File: src/core/pcsia_pkg.sv
package pcsia_pkg;

  // Widths.
  localparam int PC_W     = 13;
  localparam int TGT_W    = 11;
  localparam int BYTE_W   = 8;
  localparam int DADDR_W  = 9;
  localparam int STACK_N  = 8;
  localparam int SP_W     = 3;
  localparam int WB_AW    = 8;

  // Register byte offsets on the bus.
  localparam logic [WB_AW-1:0] OFF_INDIRECT_DATA_PORT  = 8'h00;
  localparam logic [WB_AW-1:0] OFF_PROG_COUNT_LOW      = 8'h04;
  localparam logic [WB_AW-1:0] OFF_FILE_SELECT_POINTER = 8'h08;
  localparam logic [WB_AW-1:0] OFF_PROG_COUNT_HIGH_HOLD = 8'h0c;
  localparam logic [WB_AW-1:0] OFF_BANK_SELECT         = 8'h10;

  // Pointer value that names the indirect data port itself.
  localparam logic [BYTE_W-1:0] INDIRECT_PORT_FILE_ADDR = 8'h00;

  // Field positions.
  localparam int BANK_BIT_POS  = 7;
  localparam int HOLD_CALL_LO  = 3;
  localparam int HOLD_CALL_HI  = 4;

  // Values after reset, and the default interrupt vector.
  localparam logic [PC_W-1:0]   PC_RESET    = 13'h0000;
  localparam logic [BYTE_W-1:0] HOLD_RESET  = 8'h00;
  localparam logic [BYTE_W-1:0] FSR_RESET   = 8'h00;
  localparam logic [SP_W-1:0]   SP_RESET    = 3'h0;
  localparam logic [PC_W-1:0]   IRQ_VECTOR_DEFAULT = 13'h0004;

  // Control-flow operations issued by the instruction decoder.
  typedef enum logic [2:0] {
    OP_NONE   = 3'b000,
    OP_NEXT   = 3'b001,
    OP_GOTO   = 3'b010,
    OP_CALL   = 3'b011,
    OP_RETURN = 3'b100,
    OP_RETURN_WITH_LITERAL  = 3'b101,
    OP_RETURN_FROM_INTERRUPT = 3'b110,
    OP_IRQ    = 3'b111
  } pcsia_op_t;

  typedef struct packed {
    logic             valid;
    pcsia_op_t        op;
    logic [TGT_W-1:0] target;
  } pcsia_ctl_t;

  typedef struct packed {
    logic               re;
    logic               we;
    logic [DADDR_W-1:0] addr;
    logic [BYTE_W-1:0]  wdata;
  } pcsia_mem_t;

  typedef enum logic [1:0] {
    BUS_IDLE  = 2'b00,
    BUS_RD1   = 2'b01,
    BUS_RD2   = 2'b10
  } pcsia_bus_t;

endpackage

File: src/core/pcsia_core.sv
`timescale 1ns/10ps
// Summary of operation
// - The program counter is thirteen bits wide.
// - Low program-count register holds counter bits 7..0, readable and writable.
// - Counter bits 12..8 are not software visible; software loads them only from the holding latch.
// - Every reset clears the whole program counter to zero.
// - Writing the low register loads holding latch bits 4..0 into counter top.
// - Call or jump takes holding latch bits 4..3 into counter bits 12..11.
// - Return stack has eight 13-bit entries outside program and data space.
// - The return stack pointer cannot be read or written by software.
// - Call or interrupt vectoring pushes the program counter onto the stack.
// - Return, return with literal and return from interrupt pop the stack.
// - Pushes and pops leave the holding latch unchanged.
// - Stack wraps circularly; ninth push overwrites the first entry.
// - Overflow and underflow are never reported; wrapping is silent.
// - The indirect data port has no storage; naming it starts indirect access.
// - Indirect access reaches the data location held in the file select pointer.
// - Indirect read through a pointer at the port itself returns zero.
// - Indirect write through a pointer at the port itself stores nothing.
// - Indirect address is a zero bit above the eight-bit file select pointer.
// - The bank bit has no effect on the indirect address used.
module pcsia_core #(
  parameter logic [pcsia_pkg::PC_W-1:0] IRQ_VECTOR = pcsia_pkg::IRQ_VECTOR_DEFAULT
) (
  // Clock and reset.
  input  wire logic                               clk,
  input  wire logic                               srst,
  // Wishbone slave.
  input  wire logic                               wb_cyc_i,
  input  wire logic                               wb_stb_i,
  input  wire logic                               wb_we_i,
  input  wire logic [pcsia_pkg::WB_AW-1:0]        wb_adr_i,
  input  wire logic [3:0]                         wb_sel_i,
  input  wire logic [31:0]                        wb_dat_i,
  output logic      [31:0]                        wb_dat_o,
  output logic                                    wb_ack_o,
  // Instruction decoder.
  input  wire pcsia_pkg::pcsia_ctl_t              ctlReq,
  output logic      [pcsia_pkg::PC_W-1:0]         progCount,
  // Data memory.
  output pcsia_pkg::pcsia_mem_t                   memReq,
  input  wire logic [pcsia_pkg::BYTE_W-1:0]       memRdata
);

  localparam int PC_W   = pcsia_pkg::PC_W;
  localparam int BYTE_W = pcsia_pkg::BYTE_W;
  localparam int SP_W   = pcsia_pkg::SP_W;

  logic [PC_W-1:0]   pc_ff;
  logic [BYTE_W-1:0] hold_ff;
  logic [BYTE_W-1:0] fsr_ff;
  logic              bankBit_ff;
  logic [SP_W-1:0]   sp_ff;
  logic [PC_W-1:0]   stack_ff [pcsia_pkg::STACK_N];
  logic [31:0]       wbDat_ff;
  logic              wbAck_ff;
  logic              memRe_ff;
  logic              memWe_ff;
  logic [pcsia_pkg::DADDR_W-1:0] memAddr_ff;
  logic [BYTE_W-1:0] memWdata_ff;
  pcsia_pkg::pcsia_bus_t busState_ff;
  pcsia_pkg::pcsia_bus_t nxt_busState;
  logic [PC_W-1:0]   nxt_pc;
  logic [SP_W-1:0]   nxt_sp;

  // The return stack pointer has no bus address at all.
  logic              busReq;
  logic              startRd;
  logic              indHit;
  logic              take;
  logic              wrTake;
  logic              hitIndf;
  logic              hitPcl;
  logic              hitFsr;
  logic              hitHold;
  logic              hitBank;
  logic              ptrSelf;
  logic              doPush;
  logic              doPop;
  logic              pclWrite;
  logic [SP_W-1:0]   spPrev;
  logic [PC_W-1:0]   pushValue;
  logic [PC_W-1:0]   pcNext1;
  logic [pcsia_pkg::DADDR_W-1:0] indAddr;
  logic [31:0]       rdMux;

  assign progCount = pc_ff;
  assign wb_dat_o  = wbDat_ff;
  assign wb_ack_o  = wbAck_ff;
  assign memReq    = {memRe_ff, memWe_ff, memAddr_ff, memWdata_ff};

  // Address decode on the word address; the two low address bits select nothing.
  always_comb begin
    hitIndf = 1'b0;
    hitPcl  = 1'b0;
    hitFsr  = 1'b0;
    hitHold = 1'b0;
    hitBank = 1'b0;
    case (wb_adr_i[7:2])
      pcsia_pkg::OFF_INDIRECT_DATA_PORT[7:2]: begin
        hitIndf = 1'b1;
      end
      pcsia_pkg::OFF_PROG_COUNT_LOW[7:2]: begin
        hitPcl = 1'b1;
      end
      pcsia_pkg::OFF_FILE_SELECT_POINTER[7:2]: begin
        hitFsr = 1'b1;
      end
      pcsia_pkg::OFF_PROG_COUNT_HIGH_HOLD[7:2]: begin
        hitHold = 1'b1;
      end
      pcsia_pkg::OFF_BANK_SELECT[7:2]: begin
        hitBank = 1'b1;
      end
      default: begin
        hitIndf = 1'b0;
      end
    endcase
  end

  assign busReq = wb_cyc_i && wb_stb_i && !wbAck_ff && (busState_ff == pcsia_pkg::BUS_IDLE);

  // A low-register write waits while the decoder moves the counter itself.
  assign take     = busReq && !(wb_we_i && hitPcl && ctlReq.valid);
  assign wrTake   = take && wb_we_i && wb_sel_i[0];
  assign pclWrite = wrTake && hitPcl;

  assign ptrSelf = fsr_ff == pcsia_pkg::INDIRECT_PORT_FILE_ADDR;
  assign indAddr = {1'b0, fsr_ff};
  assign indHit  = take && hitIndf && !ptrSelf;

  // Only an indirect read through a real pointer needs the wait states.
  assign startRd = indHit && !wb_we_i;

  // Stack traffic decoded from the decoder operation.
  always_comb begin
    doPush = 1'b0;
    doPop  = 1'b0;
    if (ctlReq.valid) begin
      case (ctlReq.op)
        pcsia_pkg::OP_CALL, pcsia_pkg::OP_IRQ: begin
          doPush = 1'b1;
        end
        pcsia_pkg::OP_RETURN, pcsia_pkg::OP_RETURN_WITH_LITERAL, pcsia_pkg::OP_RETURN_FROM_INTERRUPT: begin
          doPop = 1'b1;
        end
        default: begin
          doPush = 1'b0;
        end
      endcase
    end
  end

  assign spPrev  = sp_ff - 3'h1;
  assign pcNext1 = pc_ff + 13'h0001;

  // A call returns past itself; an interrupt resumes the instruction it displaced.
  always_comb begin
    if (ctlReq.op == pcsia_pkg::OP_CALL) begin
      pushValue = pcNext1;
    end else begin
      pushValue = pc_ff;
    end
  end

  // Read data for direct registers; the stack pointer has no address.
  always_comb begin
    rdMux = 32'h0000_0000;
    if (hitPcl) begin
      rdMux = {24'h00_0000, pc_ff[7:0]};
    end else if (hitFsr) begin
      rdMux = {24'h00_0000, fsr_ff};
    end else if (hitHold) begin
      rdMux = {24'h00_0000, hold_ff};
    end else if (hitBank) begin
      rdMux = {24'h00_0000, bankBit_ff, 7'h00};
    end
  end

  // Next program counter; a decoder operation beats a bus write to the low register.
  always_comb begin
    nxt_pc = pc_ff;
    if (ctlReq.valid) begin
      case (ctlReq.op)
        pcsia_pkg::OP_NEXT: begin
          nxt_pc = pcNext1;
        end
        pcsia_pkg::OP_GOTO, pcsia_pkg::OP_CALL: begin
          nxt_pc = {hold_ff[pcsia_pkg::HOLD_CALL_HI:pcsia_pkg::HOLD_CALL_LO],
                    ctlReq.target};
        end
        pcsia_pkg::OP_RETURN, pcsia_pkg::OP_RETURN_WITH_LITERAL, pcsia_pkg::OP_RETURN_FROM_INTERRUPT: begin
          nxt_pc = stack_ff[spPrev];
        end
        pcsia_pkg::OP_IRQ: begin
          nxt_pc = IRQ_VECTOR;
        end
        default: begin
          nxt_pc = pc_ff;
        end
      endcase
    end else if (pclWrite) begin
      nxt_pc = {hold_ff[4:0], wb_dat_i[7:0]};
    end
  end

  always_ff @(posedge clk) begin
    if (srst) begin
      pc_ff <= pcsia_pkg::PC_RESET;
    end else begin
      pc_ff <= nxt_pc;
    end
  end

  // Holding latch; stack traffic never touches it.
  always_ff @(posedge clk) begin
    if (srst) begin
      hold_ff <= pcsia_pkg::HOLD_RESET;
    end else if (wrTake && hitHold) begin
      hold_ff <= wb_dat_i[7:0];
    end
  end

  // File select pointer.
  always_ff @(posedge clk) begin
    if (srst) begin
      fsr_ff <= pcsia_pkg::FSR_RESET;
    end else if (wrTake && hitFsr) begin
      fsr_ff <= wb_dat_i[7:0];
    end
  end

  // Bank bit is kept for software only; no address ever uses it.
  always_ff @(posedge clk) begin
    if (srst) begin
      bankBit_ff <= 1'b0;
    end else if (wrTake && hitBank) begin
      bankBit_ff <= wb_dat_i[pcsia_pkg::BANK_BIT_POS];
    end
  end

  // Stack pointer wraps modulo eight with no status kept.
  always_comb begin
    nxt_sp = sp_ff;
    if (doPush) begin
      nxt_sp = sp_ff + 3'h1;
    end else if (doPop) begin
      nxt_sp = spPrev;
    end
  end

  always_ff @(posedge clk) begin
    if (srst) begin
      sp_ff <= pcsia_pkg::SP_RESET;
    end else begin
      sp_ff <= nxt_sp;
    end
  end

  // Stack entries.
  genvar gi;
  generate
    for (gi = 0; gi < pcsia_pkg::STACK_N; gi++) begin : g_stack
      always_ff @(posedge clk) begin
        if (srst) begin
          stack_ff[gi] <= pcsia_pkg::PC_RESET;
        end else if (doPush && sp_ff == SP_W'(gi)) begin
          stack_ff[gi] <= pushValue;
        end
      end
    end
  endgenerate

  // Bus sequencing; indirect reads go out to data memory and wait for it.
  always_comb begin
    nxt_busState = busState_ff;
    case (busState_ff)
      pcsia_pkg::BUS_IDLE: begin
        if (startRd) begin
          nxt_busState = pcsia_pkg::BUS_RD1;
        end
      end
      pcsia_pkg::BUS_RD1: begin
        nxt_busState = pcsia_pkg::BUS_RD2;
      end
      pcsia_pkg::BUS_RD2: begin
        nxt_busState = pcsia_pkg::BUS_IDLE;
      end
      default: begin
        nxt_busState = pcsia_pkg::BUS_IDLE;
      end
    endcase
  end

  always_ff @(posedge clk) begin
    if (srst) begin
      busState_ff <= pcsia_pkg::BUS_IDLE;
    end else begin
      busState_ff <= nxt_busState;
    end
  end

  // Memory strobes last one cycle per access.
  always_ff @(posedge clk) begin
    if (srst) begin
      memRe_ff <= 1'b0;
      memWe_ff <= 1'b0;
    end else begin
      memRe_ff <= startRd;
      memWe_ff <= indHit && wb_we_i && wb_sel_i[0];
    end
  end

  // Memory address and write data hold between accesses.
  always_ff @(posedge clk) begin
    if (srst) begin
      memAddr_ff  <= '0;
      memWdata_ff <= '0;
    end else if (indHit) begin
      memAddr_ff  <= indAddr;
      memWdata_ff <= wb_dat_i[7:0];
    end
  end

  // Acknowledge pulses for one cycle.
  always_ff @(posedge clk) begin
    if (srst) begin
      wbAck_ff <= 1'b0;
    end else begin
      wbAck_ff <= (busState_ff == pcsia_pkg::BUS_RD2) || (take && !startRd);
    end
  end

  // Read data stands until the next acknowledge.
  always_ff @(posedge clk) begin
    if (srst) begin
      wbDat_ff <= 32'h0000_0000;
    end else if (busState_ff == pcsia_pkg::BUS_RD2) begin
      wbDat_ff <= {24'h00_0000, memRdata};
    end else if (take && hitIndf && !startRd) begin
      wbDat_ff <= 32'h0000_0000;
    end else if (take && !startRd) begin
      wbDat_ff <= rdMux;
    end
  end

endmodule

File: config.mk
export PLATFORM = sky130hd
export DESIGN_NAME = pcsia_core
export DESIGN_NICKNAME = d
export VERILOG_FILES = /design/src/core/pcsia_pkg.sv /design/src/core/pcsia_core.sv
export SDC_FILE = /design/constraint.sdc
export NUM_CORES = 1
export LEC_CHECK = 0
export BUFFER_PORTS_ARGS = -buffer_cell sky130_fd_sc_hd__buf_4
export CAP_MARGIN = 20
export CELL_PAD_IN_SITES_DETAIL_PLACEMENT = 2
export CELL_PAD_IN_SITES_GLOBAL_PLACEMENT = 2
export CORE_MARGIN = 2
export CORE_UTILIZATION = 30
export DETAILED_ROUTE_END_ITERATION = 6
export PLACE_DENSITY = 0.82
export SLEW_MARGIN = 20
export SYNTH_ARGS = -nofsm -noshare
export SYNTH_HDL_FRONTEND = slang
export SYNTH_SLANG_ARGS = --single-unit
File: constraint.sdc
create_clock -name clk -period 2.9 [get_ports clk]
set_clock_uncertainty 0.2 [all_clocks]
set_input_delay 0.145 -clock clk [delete_from_list [all_inputs] [get_ports clk]]
set_output_delay 0.145 -clock clk [all_outputs]
set_load 0.01 [all_outputs]
==> impl_metrics.yaml, run 1 <==
run_status:
  outcome: "finished clean"
critical_path:
  required_ps: 3070
  classification_of_the_worst_setup_path: "reg2reg"
  critical_path.max_fanout: 10
  worstReg2RegEnd: "progCount[6]$_SDFFE_PP0P_"
  end_kind: "flip-flop"
  crit_path_max_incr_delay_ps: 600
  reg2regPathDepth: 9
  critPathSlowestCell: "sky130_fd_sc_hd__dlygate4sd3_1"
  worst_ep_arrival_time_ps: 2910
  worst_r2r_startpoint: "sp_ff[1]$_SDFFE_PP0P_"
  sort_of_element_at_the_start_of_the_critical_path: "flip-flop"
  cp.buffers_inverters: 3
  critical-path-top-delay-family: "buffers and inverters"
  reg2reg_setup_slack_ps: 160
  path_cells: "inv_1 -> ha_1 -> xor2_4 -> buf_4 -> nand2_1 -> nand3_2 -> o2111ai_1 -> dlygate4sd3_1 -> a211oi_2"
logic_synthesis:
  dominant_register_cell_in_the_synthesized_netlist: "sky130_fd_sc_hd__edfxtp_1"
  netlist-cell-type-count: 67
  ys.warnings.count: 0
  synthesis.area_per_instance_um2: 10.95
  seq_area_frac_synth_pct: 53.26
  cell_accounting_for_the_most_synthesized_area: "sky130_fd_sc_hd__edfxtp_1"
  mappedNetlistArea_um2: 8194
  yosysTopAreaCellShare_pct: 38.11
  netlist_instances: 748
  dominant_cells_by_area_after_synthesis: "sky130_fd_sc_hd__edfxtp_1 (38%), sky130_fd_sc_hd__dfxtp_1 (15%), sky130_fd_sc_hd__nor2_1 (7.1%), sky130_fd_sc_hd__mux4_2 (4.4%), sky130_fd_sc_hd__mux2i_1 (3.2%)"
  ys_async_sr_fraction_pct: 0
  number_of_flops_mapped_to_enable_cells_by_yosys: 104
  ys_ff_latch: 166
floorplan:
  die-height_um: 169.3
  die_area_um2: 28650
  core.rowCount: 60
  design.core.area_um2: 26880
  ioPinCount: 137
  starting_utilization_of_the_core_area_pct: 30.49
  chip_width_um: 169.3
routing:
  postRouteAntennaNets: 0
  detail_route.vias_per_cell: 5.388
  wirelength_met1_um: 12320
  routed.top_layer: "met4"
  vias: 6627
  post-route-drc-count: 0
  dr.first_iter.drc_count: 544
  totalWireLength_um: 30150
  routed-wl-met2_um: 15760
  met3_layer_wire_length_in_the_routed_design_um: 1255
  first_pass_iters: 5
  routedWlPerCell_um: 24.51
clocking:
  post-cts-setup-buffer-count: 0
  cts.root.buffer_cell: "sky130_fd_sc_hd__clkbuf_16"
  cts.sink_count: 166
  insertion_delay_ps: 450
  cts_made_buffers: 17
  clkSlewWorstSetupHoldPaths_ps: 70
  tritoncts: "built"
  clockBufferDepth: 2
  cts-htree-levels: 4
timing:
  report.final.slew_viol_count: 0
  timing.final.crit_share_pct: 94.42
  grt_setup_unrepaired: "false"
  finalSetupTns_ps: 0
  clock.fmax_mhz: 365.2
  worstMarginPinSlew_ps: 882.7
  final-hold-violation-count: 0
  final_critical_path_time_including_i_o_delays_and_setup_ps: 2738
  setup-violations-final: 0
  slew_headroom_pct: 40.73
hold_path:
  tightest_hold_check_type: "in2reg"
  hold_path_depth: 4
  worst_hold_path.endpoint: "progCount[2]$_SDFFE_PP0P_"
  hold_path.startpoint: "ctlReq[2]"
job:
  drv_cap: 0
global_routing:
  first_global_vias: 7313
  gr-total-overflow: 0
  wire_length_of_the_first_global_routing_pass_um: 45670
  antenna_found_initial: 0
  grt_usage_pct: 21.59
  grt_max_degree: 38
layout:
  drive_gt1_share_pct: 23.06
  num-nets-final: 956
  layout-area-overhead-vs-synth_pct: 25.09
  num_antenna_cells: 0
  final_cells: 1230
power_and_ir_drop:
  vdd.ir_drop.worst_mv: 0.2972
  power_density_nw_per_um2: 578.9
  p_leak_nw: 3.961
place:
  placement.io_buffers: 82
  post-dp-hpwl_um: 20010
  place.detailed.instances: 1168
  finalWeightedCongestion: 0.8034
==> report_power, final <==
| part | switching, mW | internal [mW] |
|---|---|---|
| registers | 0.0505 | 2.58 |
| logic | 0.488 | 0.356 |
| clock network | 1.14 | 1.32 |
| total | 1.68 | 4.26 |
==> per-stage QoR <==
step           instance area [µm²]  setup WS [ps]  power (mW)  hold WS, ps  util (%)
2_1_floorplan                 8284          155.3       3.144        24.31         -
3_3_place_gp                  9275          357.7       3.418        182.1     34.51
3_5_place_dp                  9275          215.3       3.459        188.7     34.51
4_1_cts                      10210          46.00       5.962        12.19     38.00
5_1_grt                      10250          51.71       6.142        46.25     38.14
6_report                     10250          161.8       5.934        22.90     38.14
==> Yosys cell counts, drive strengths merged (3+ instances only) <==
cell	instances
clkbuf	38
buf	35
and4	4
and3	13
a221o	7
a31oi	4
nor4	9
and2	5
mux2	10
inv	9
a22oi	6
nor2	156
o21ai	28
mux2i	26
xnor2	7
a211oi	7
nand4	7
edfxtp	104
xor2	14
mux4	25
nor3	8
a21oi	16
nand2b	3
a22o	7
dfxtp	62
nand2	62
or2	3
ha	8
nand3	26
==> cell type report <==
cell class | count | area, µm²
fillers | 2821 | 16630
well taps | 341 | 426.7
clock buffers | 17 | 425.4
flip-flops and latches | 166 | 4364
clock inverters | 15 | 212.7
multi-input cells | 524 | 3518
repair buffers | 158 | 1269
inverters | 9 | 33.78
==> worst register-to-register path, stage by stage (launching register included) <==
cell and delay, ps:
sky130_fd_sc_hd__dfxtp_1 350, sky130_fd_sc_hd__inv_1 180, sky130_fd_sc_hd__ha_1 370, sky130_fd_sc_hd__xor2_4 190, sky130_fd_sc_hd__buf_4 230, sky130_fd_sc_hd__nand2_1 100, sky130_fd_sc_hd__nand3_2 110, sky130_fd_sc_hd__o2111ai_1 120
sky130_fd_sc_hd__dlygate4sd3_1 600, sky130_fd_sc_hd__a211oi_2 220
==> cells by family (layout without fill, tap and decap cells) <==
| kind of cell | count (synthesis) | in the layout | share of synthesized area (%) |
|---|---|---|---|
| and+or+nand+nor | 309 | 309 | 17.25 |
| DFF | 166 | 166 | 53.26 |
| AOI/OAI and AO/OA | 100 | 100 | 8.658 |
| buffers and inverters | 82 | 199 | 5.253 |
| muxes | 61 | 61 | 11.83 |
| xor gates and xnor gates | 21 | 21 | 2.474 |
| adders and majority gates | 8 | 8 | 1.222 |
| other | 1 | 25 | 0.04576 |
==> routing by layer <==
layer  up-vias  track usage [%]
li1       2934                -
met1      3408            25.84
met2       231            38.65
met3        54            4.035
met4         0            7.804
met5         -                0
==> cells in the final DEF, fill, tap and decap left out, types with 17 or more instances in the layout <==
master                          instances
sky130_fd_sc_hd__mux2i_1               26
sky130_fd_sc_hd__edfxtp_1             104
sky130_fd_sc_hd__dfxtp_1               62
sky130_fd_sc_hd__clkbuf_16             17
sky130_fd_sc_hd__nand2_1               61
sky130_fd_sc_hd__conb_1                25
sky130_fd_sc_hd__dlygate4sd3_1         30
sky130_fd_sc_hd__nand3_1               25
sky130_fd_sc_hd__buf_4                127
sky130_fd_sc_hd__nor2_1               156
sky130_fd_sc_hd__o21ai_0               24
==> how the worst max path moves through the flow <==
| stage | from | endpoint | slack (ps) | depth (start not counted) |
|---|---|---|---|---|
| detailed placement | sp_ff[1]$_SDFFE_PP0P_ | progCount[0]$_SDFFE_PP0P_ | 220 | 8 |
| CTS | sp_ff[0]$_SDFFE_PP0P_ | progCount[6]$_SDFFE_PP0P_ | 50 | 10 |
| global placement | sp_ff[1]$_SDFFE_PP0P_ | progCount[0]$_SDFFE_PP0P_ | 360 | 8 |
| floorplan | sp_ff[0]$_SDFFE_PP0P_ | progCount[7]$_SDFFE_PP0P_ | 160 | 8 |
| finish | sp_ff[1]$_SDFFE_PP0P_ | progCount[6]$_SDFFE_PP0P_ | 160 | 9 |
| global route | sp_ff[1]$_SDFFE_PP0P_ | progCount[6]$_SDFFE_PP0P_ | 50 | 9 |
==> state kept, by name, summed over array words and instances (netlist names) <==
signal       cells
memAddr_ff       8
wb_dat_o         8
memWe_ff         1
memRe_ff         1
wb_ack_o         1
busState_ff      2
stack_ff       104
bankBit_ff       1
memWdata_ff      8
sp_ff            3
hold_ff          8
progCount       13
fsr_ff           8
==> timing repair <==
item | 4_1_cts | 5_1_grt
endpoints found under the hold margin | 57 | 0
hold buffers | 30 | 0
resized for setup | 0 | 5
setup endpoints to repair | 0 | 1
Note: power is estimated with default switching activity, not from simulation.
==> run 2, diff against run 1 <==
--- a/config.mk
+++ b/config.mk
@@ -5,7 +5,7 @@
 export SDC_FILE = /design/constraint.sdc
 export NUM_CORES = 1
 export LEC_CHECK = 0
-export BUFFER_PORTS_ARGS = -buffer_cell sky130_fd_sc_hd__buf_4
+export BUFFER_PORTS_ARGS = -buffer_cell sky130_fd_sc_hd__buf_2
 export CAP_MARGIN = 20
 export CELL_PAD_IN_SITES_DETAIL_PLACEMENT = 2
 export CELL_PAD_IN_SITES_GLOBAL_PLACEMENT = 2
==> run 2 against run 1 <==
First-iteration DRC count is 0.92% lower; die area stayed put; via count is 2.6% lower; combinational power is 4.6% lower; final area is 3.0% lower.
==> impl_metrics.yaml, run 2 (synthesis results as in run 1) <==
run_status:
  outcome: "finished clean"
floorplan:
  die_area_um2: 28650
  design.core.area_um2: 26880
  starting_utilization_of_the_core_area_pct: 30.49
  core.rowCount: 60
  die-height_um: 169.3
  chip_width_um: 169.3
  ioPinCount: 137
timing:
  final_critical_path_time_including_i_o_delays_and_setup_ps: 2767
  timing.final.crit_share_pct: 95.40
  worstMarginPinSlew_ps: 864.7
  finalSetupTns_ps: 0
  clock.fmax_mhz: 361.5
  report.final.slew_viol_count: 0
  grt_setup_unrepaired: "false"
  slew_headroom_pct: 41.94
  setup-violations-final: 0
  post_route_worst_hold_slack_ps: 8.457
  postLayoutSetupSlackWorst_ps: 133.5
  final-hold-violation-count: 0
routing:
  dr.first_iter.drc_count: 539
  first_pass_iters: 4
  totalWireLength_um: 28520
  postRouteAntennaNets: 0
  vias: 6457
  detail_route.vias_per_cell: 5.233
  post-route-drc-count: 0
  routedWlPerCell_um: 23.11
critical_path:
  critPathSlowestCell: "sky130_fd_sc_hd__mux4_1"
  classification_of_the_worst_setup_path: "reg2reg"
  required_ps: 3000
  path_cells: "inv_1 -> ha_1 -> xor2_4 -> buf_4 -> mux4_1 -> nand2_1 -> a32o_1 -> a211oi_2"
  critical_path.max_fanout: 8
  end_kind: "flip-flop"
  crit_path_max_incr_delay_ps: 620
  worst_ep_arrival_time_ps: 2870
  reg2regPathDepth: 8
  sort_of_element_at_the_start_of_the_critical_path: "flip-flop"
clocking:
  cts_made_buffers: 17
  cts-htree-levels: 4
  cts.root.buffer_cell: "sky130_fd_sc_hd__clkbuf_16"
  tritoncts: "built"
  cts_resized: 0
  cts.sink_count: 166
  clockBufferDepth: 2
  post-cts-setup-buffer-count: 0
  insertion_delay_ps: 450
  clkSlewWorstSetupHoldPaths_ps: 70
power_and_ir_drop:
  vdd.ir_drop.worst_mv: 0.3070
  share_of_total_power_in_combinational_logic_pct: 14.3
  power_switching_mw: 1.586
  power_density_nw_per_um2: 564.7
  p_seq_share_pct: 46.7
  power.total_mw: 5.614
  p_leak_nw: 3.892
  sw_frac_of_total_pct: 28.24
  power_report.internal_total_mw: 4.028
  power.clock.fraction_pct: 39.0
layout:
  final_cells: 1234
  fillCellCount: 2875
  mostFrequentLayoutCells: "sky130_fd_sc_hd__nor2_1 (156), sky130_fd_sc_hd__edfxtp_1 (104), sky130_fd_sc_hd__buf_2 (82)"
  largest-register: "stack_ff"
  commonest_non_fill_non_tap_cell_in_the_layout: "sky130_fd_sc_hd__nor2_1"
  layout-area-overhead-vs-synth_pct: 21.33
  num-nets-final: 959
  largest_reg_flops: 104
  drive_gt1_share_pct: 23.09
global_routing:
  antenna_found_initial: 2
  gr-total-overflow: 0
  grt_max_degree: 52
  wire_length_of_the_first_global_routing_pass_um: 43150
  grt_usage_pct: 20.25
  first_global_vias: 6977
hold_path:
  hold_path_depth: 4
  tightest_hold_check_type: "in2reg"
place:
  placement.io_buffers: 82
  finalWeightedCongestion: 0.8204
  pre_cts_ws_ps: 147.3
  place.detailed.instances: 1175
  post-dp-hpwl_um: 20070
job:
  drv_cap: 0
==> run 2: cell count changes in the layout (fill, tap and decap cells not counted), sizes merged <==
cell	change
buf	+7
dlygate4sd3	-4
clkinv	-3
bufinv	-2
clkbuf	+2
clkinvlp	+2
diode	+1
inv	+1
==> run 2: worst paths after layout <==
path	startpoint	end	slack, ps
worst max-delay path	sp_ff[1]$_SDFFE_PP0P_	progCount[9]$_SDFFE_PP0P_	130
worst min-delay path	ctlReq[1]	progCount[1]$_SDFFE_PP0P_	8
worst max register to register	sp_ff[1]$_SDFFE_PP0P_	progCount[9]$_SDFFE_PP0P_	130
worst min register to register	memWdata_ff[4]$_SDFFE_PP0N_	memWdata_ff[4]$_SDFFE_PP0N_	260
==> run 2: metrics by stage <==
stage	instance area, µm²	util (%)
finish	9942	36.99
global route	9940	36.98
CTS	9940	36.98
detailed placement	9129	33.97
global placement	9123	33.94
floorplan	8284	-
==> run 2: power by group through the flow <==
| stage | sequential, mW | clock (mW) | combinational, mW |
|---|---|---|---|
| 4_1_cts | 2.62 | 2.23 | 0.803 |
| 5_1_grt | 2.63 | 2.31 | 0.863 |
| 2_1_floorplan | 2.66 | 0 | 0.481 |
| 3_5_place_dp | 2.67 | 0 | 0.768 |
| 6_report | 2.62 | 2.19 | 0.805 |
| 3_3_place_gp | 2.66 | 0 | 0.745 |
==> run 2: critical path, delay by kind of cell, from the launching register on <==
kind	cells	cell delay, ps
AND/OR/NAND/NOR	1	110
flip-flops	1	350
adder cells (fa/ha/maj)	1	340
XOR/XNOR	1	330
multiplexers	1	620
AO/OA/AOI/OAI	2	280
buffers and inverters	2	390
==> run 2: cell type report <==
| cell class | count | area, µm² | share of cell area, % |
|---|---|---|---|
| Clock inverter | 13 | 117.6 | 1.183 |
| Clock buffer | 19 | 432.9 | 4.354 |
| Tap cell | 341 | 426.7 | 4.291 |
| Antenna cell | 1 | 2.502 | 0.02517 |
| Multi-Input combinational cell | 524 | 3496 | 35.16 |
| Inverter | 9 | 33.78 | 0.3398 |
| Sequential cell | 166 | 4364 | 43.90 |
| Timing Repair Buffer | 161 | 1069 | 10.75 |
==> run 2: layer usage <==
metal  vias up  track usage, %  part of all wire, %  routed length, µm
li1       2942               -                    -                  -
met1      3307           24.61                   42              11840
met2       169           36.70                   52              14930
met3        37           3.451                  4.3               1231
met4         2           5.983                  1.8                503
met5         -               0                0.046                 13
==> run 2: repair_timing <==
action | in CTS | in global routing
hold buffers | 26 | 0
hold endpoints to repair | 48 | 0
endpoints found under the setup margin | 0 | 0
==> run 3, diff against run 2 <==
--- a/config.mk
+++ b/config.mk
@@ -12,6 +12,7 @@
 export CORE_MARGIN = 2
 export CORE_UTILIZATION = 30
 export DETAILED_ROUTE_END_ITERATION = 6
+export HOLD_SLACK_MARGIN = 0.1
 export PLACE_DENSITY = 0.82
 export SLEW_MARGIN = 20
 export SYNTH_ARGS = -nofsm -noshare
==> run 3 against run 2 <==
First-iteration DRC count down 8.9%; worst setup slack worse by 37 ps; global-route usage rose by 0.11 points; sequential share of layout area shrank 0.47 points; combinational power is 1% higher; flip-flop and latch count unchanged; die area unchanged; clock-buffer cell count is the same; via count is 0.37% higher; final cell count up 0.73%; hold slack gained 110 ps; sequential power about the same; critical path type unchanged; critical endpoint is now wb_dat_o[5]$_SDFFE_PP0P_; highest routed layer is now met4.
==> impl_metrics.yaml, run 3 (synthesis results as in run 1) <==
critical_path:
  critical_path.max_fanout: 7
  critical-path-top-delay-family: "compound AO/OA/AOI/OAI gates"
  end_kind: "flip-flop"
  crit_path_max_incr_delay_ps: 560
  worst_ep_arrival_time_ps: 2930
  critPathSlowestCell: "sky130_fd_sc_hd__dlygate4sd3_1"
  path_cells: "nor4_1 -> a211oi_1 -> a211oi_2 -> nor3_4 -> a221o_1 -> dlygate4sd3_1"
  sort_of_element_at_the_start_of_the_critical_path: "flip-flop"
  classification_of_the_worst_setup_path: "reg2reg"
  cp.buffers_inverters: 1
  required_ps: 3030
layout:
  fin_util_pct: 37.39
  drive_gt1_share_pct: 23.09
  largest-register: "stack_ff"
  mostFrequentLayoutCells: "sky130_fd_sc_hd__nor2_1 (156), sky130_fd_sc_hd__edfxtp_1 (104), sky130_fd_sc_hd__buf_2 (82)"
  multi_input_area_um2: 3513
  layout-area-overhead-vs-synth_pct: 22.64
  commonest_non_fill_non_tap_cell_in_the_layout: "sky130_fd_sc_hd__nor2_1"
  fillCellCount: 2865
  regArea_um2: 4364
  largest_reg_flops: 104
  num-nets-final: 968
routing:
  vias: 6481
  postRouteAntennaNets: 0
  detail_route.vias_per_cell: 5.214
  dr.first_iter.drc_count: 491
  first_pass_iters: 5
  routedWlPerCell_um: 23.26
  post-route-drc-count: 0
  totalWireLength_um: 28910
floorplan:
  core.rowCount: 60
  design.core.area_um2: 26880
  chip_width_um: 169.3
  die_area_um2: 28650
  ioPinCount: 137
  die-height_um: 169.3
  starting_utilization_of_the_core_area_pct: 30.49
power_and_ir_drop:
  sw_frac_of_total_pct: 28.28
  vdd.ir_drop.worst_mv: 0.3071
  power_report.internal_total_mw: 4.034
  power.clock.fraction_pct: 38.9
  power_switching_mw: 1.590
  p_leak_nw: 3.932
  p_seq_share_pct: 46.6
  power_density_nw_per_um2: 559.7
  share_of_total_power_in_combinational_logic_pct: 14.5
timing:
  final-hold-violation-count: 0
  finalSetupTns_ps: 0
  setup-violations-final: 0
  report.final.slew_viol_count: 0
  timing.final.crit_share_pct: 96.67
  postLayoutSetupSlackWorst_ps: 96.54
  worstMarginPinSlew_ps: 848.6
  clock.fmax_mhz: 356.7
  slew_headroom_pct: 43.02
  final_critical_path_time_including_i_o_delays_and_setup_ps: 2803
clocking:
  insertion_delay_ps: 450
  cts.root.buffer_cell: "sky130_fd_sc_hd__clkbuf_16"
  cts.sink_count: 166
  cts_made_buffers: 17
  clkSlewWorstSetupHoldPaths_ps: 70
  cts-htree-levels: 4
  clockBufferDepth: 2
  tritoncts: "built"
hold_path:
  tightest_hold_check_type: "in2reg"
place:
  placement.io_buffers: 82
  post-dp-hpwl_um: 20070
  pre_cts_ws_ps: 147.3
  finalWeightedCongestion: 0.8204
global_routing:
  gr-total-overflow: 0
  wire_length_of_the_first_global_routing_pass_um: 43350
  antenna_found_initial: 1
  grt_max_degree: 52
  grt_usage_pct: 20.36
  first_global_vias: 6998
run_status:
  outcome: "finished clean"
job:
  drv_cap: 0
-- run 3: layout make-up --
cell class / instances / share of cell area (%)
inverter: 9 / 0.3362
tap: 341 / 4.246
sequential: 166 / 43.43
multi-input combinational: 524 / 34.96
timing repair buffer: 170 / 11.53
antenna: 1 / 0.02490
clock inverter: 13 / 1.170
clock buffer: 19 / 4.308
-- run 3: per-stage QoR --
step | cell area [µm²] | power, mW | std cells | hold WS [ps]
floorplan | 8284 | 3.144 | 772 | 24.31
global placement | 9123 | 3.409 | 1175 | 231.3
detailed placement | 9129 | 3.438 | 1175 | 251.2
CTS | 10030 | 5.662 | 1242 | 108.3
global route | 10050 | 5.809 | 1242 | 151.0
finish | 10050 | 5.625 | 1243 | 115.9
-- run 3: repair_timing --
action / 4_1_cts / 5_1_grt
hold buffers: 35 / 0
setup buffers: 0 / 0
hold endpoints to repair: 49 / 0
resized for setup: 0 / 3
endpoints found under the setup margin: 0 / 2
-- run 3: path summary, 6_finish.rpt --
check | start | endpoint | slack, ps | cells past startpoint
max | fsr_ff[1]$_SDFFE_PP0P_ | wb_dat_o[5]$_SDFFE_PP0P_ | 100 | 6
min reg2reg | memWdata_ff[4]$_SDFFE_PP0N_ | memWdata_ff[4]$_SDFFE_PP0N_ | 260 | 2
min | ctlReq[9] | progCount[9]$_SDFFE_PP0P_ | 120 | 4
max reg2reg | fsr_ff[1]$_SDFFE_PP0P_ | wb_dat_o[5]$_SDFFE_PP0P_ | 100 | 6
-- run 3: worst reg2reg max path: cells and delay by family, from the launching register on --
family / cells / cell delay (ps)
AO/OA/AOI/OAI: 3 / 1000
AND/OR/NAND/NOR: 2 / 560
flip-flops: 1 / 360
buffers and inverters: 1 / 560
-- run 3: power groups by stage --
stage               logic, mW  registers (mW)  clock network (mW)
floorplan               0.481            2.66                   0
CTS                     0.810            2.62                2.23
detailed placement      0.768            2.67                   0
global route            0.873            2.63                2.31
global placement        0.745            2.66                   0
finish                  0.815            2.62                2.19
-- run 3: layer usage --
metal  part of all wire [%]  GRT usage, %
met1                     43         24.99
met3                    3.4         3.125
met2                     52         37.07
met5                      0             0
met4                    1.7         5.574
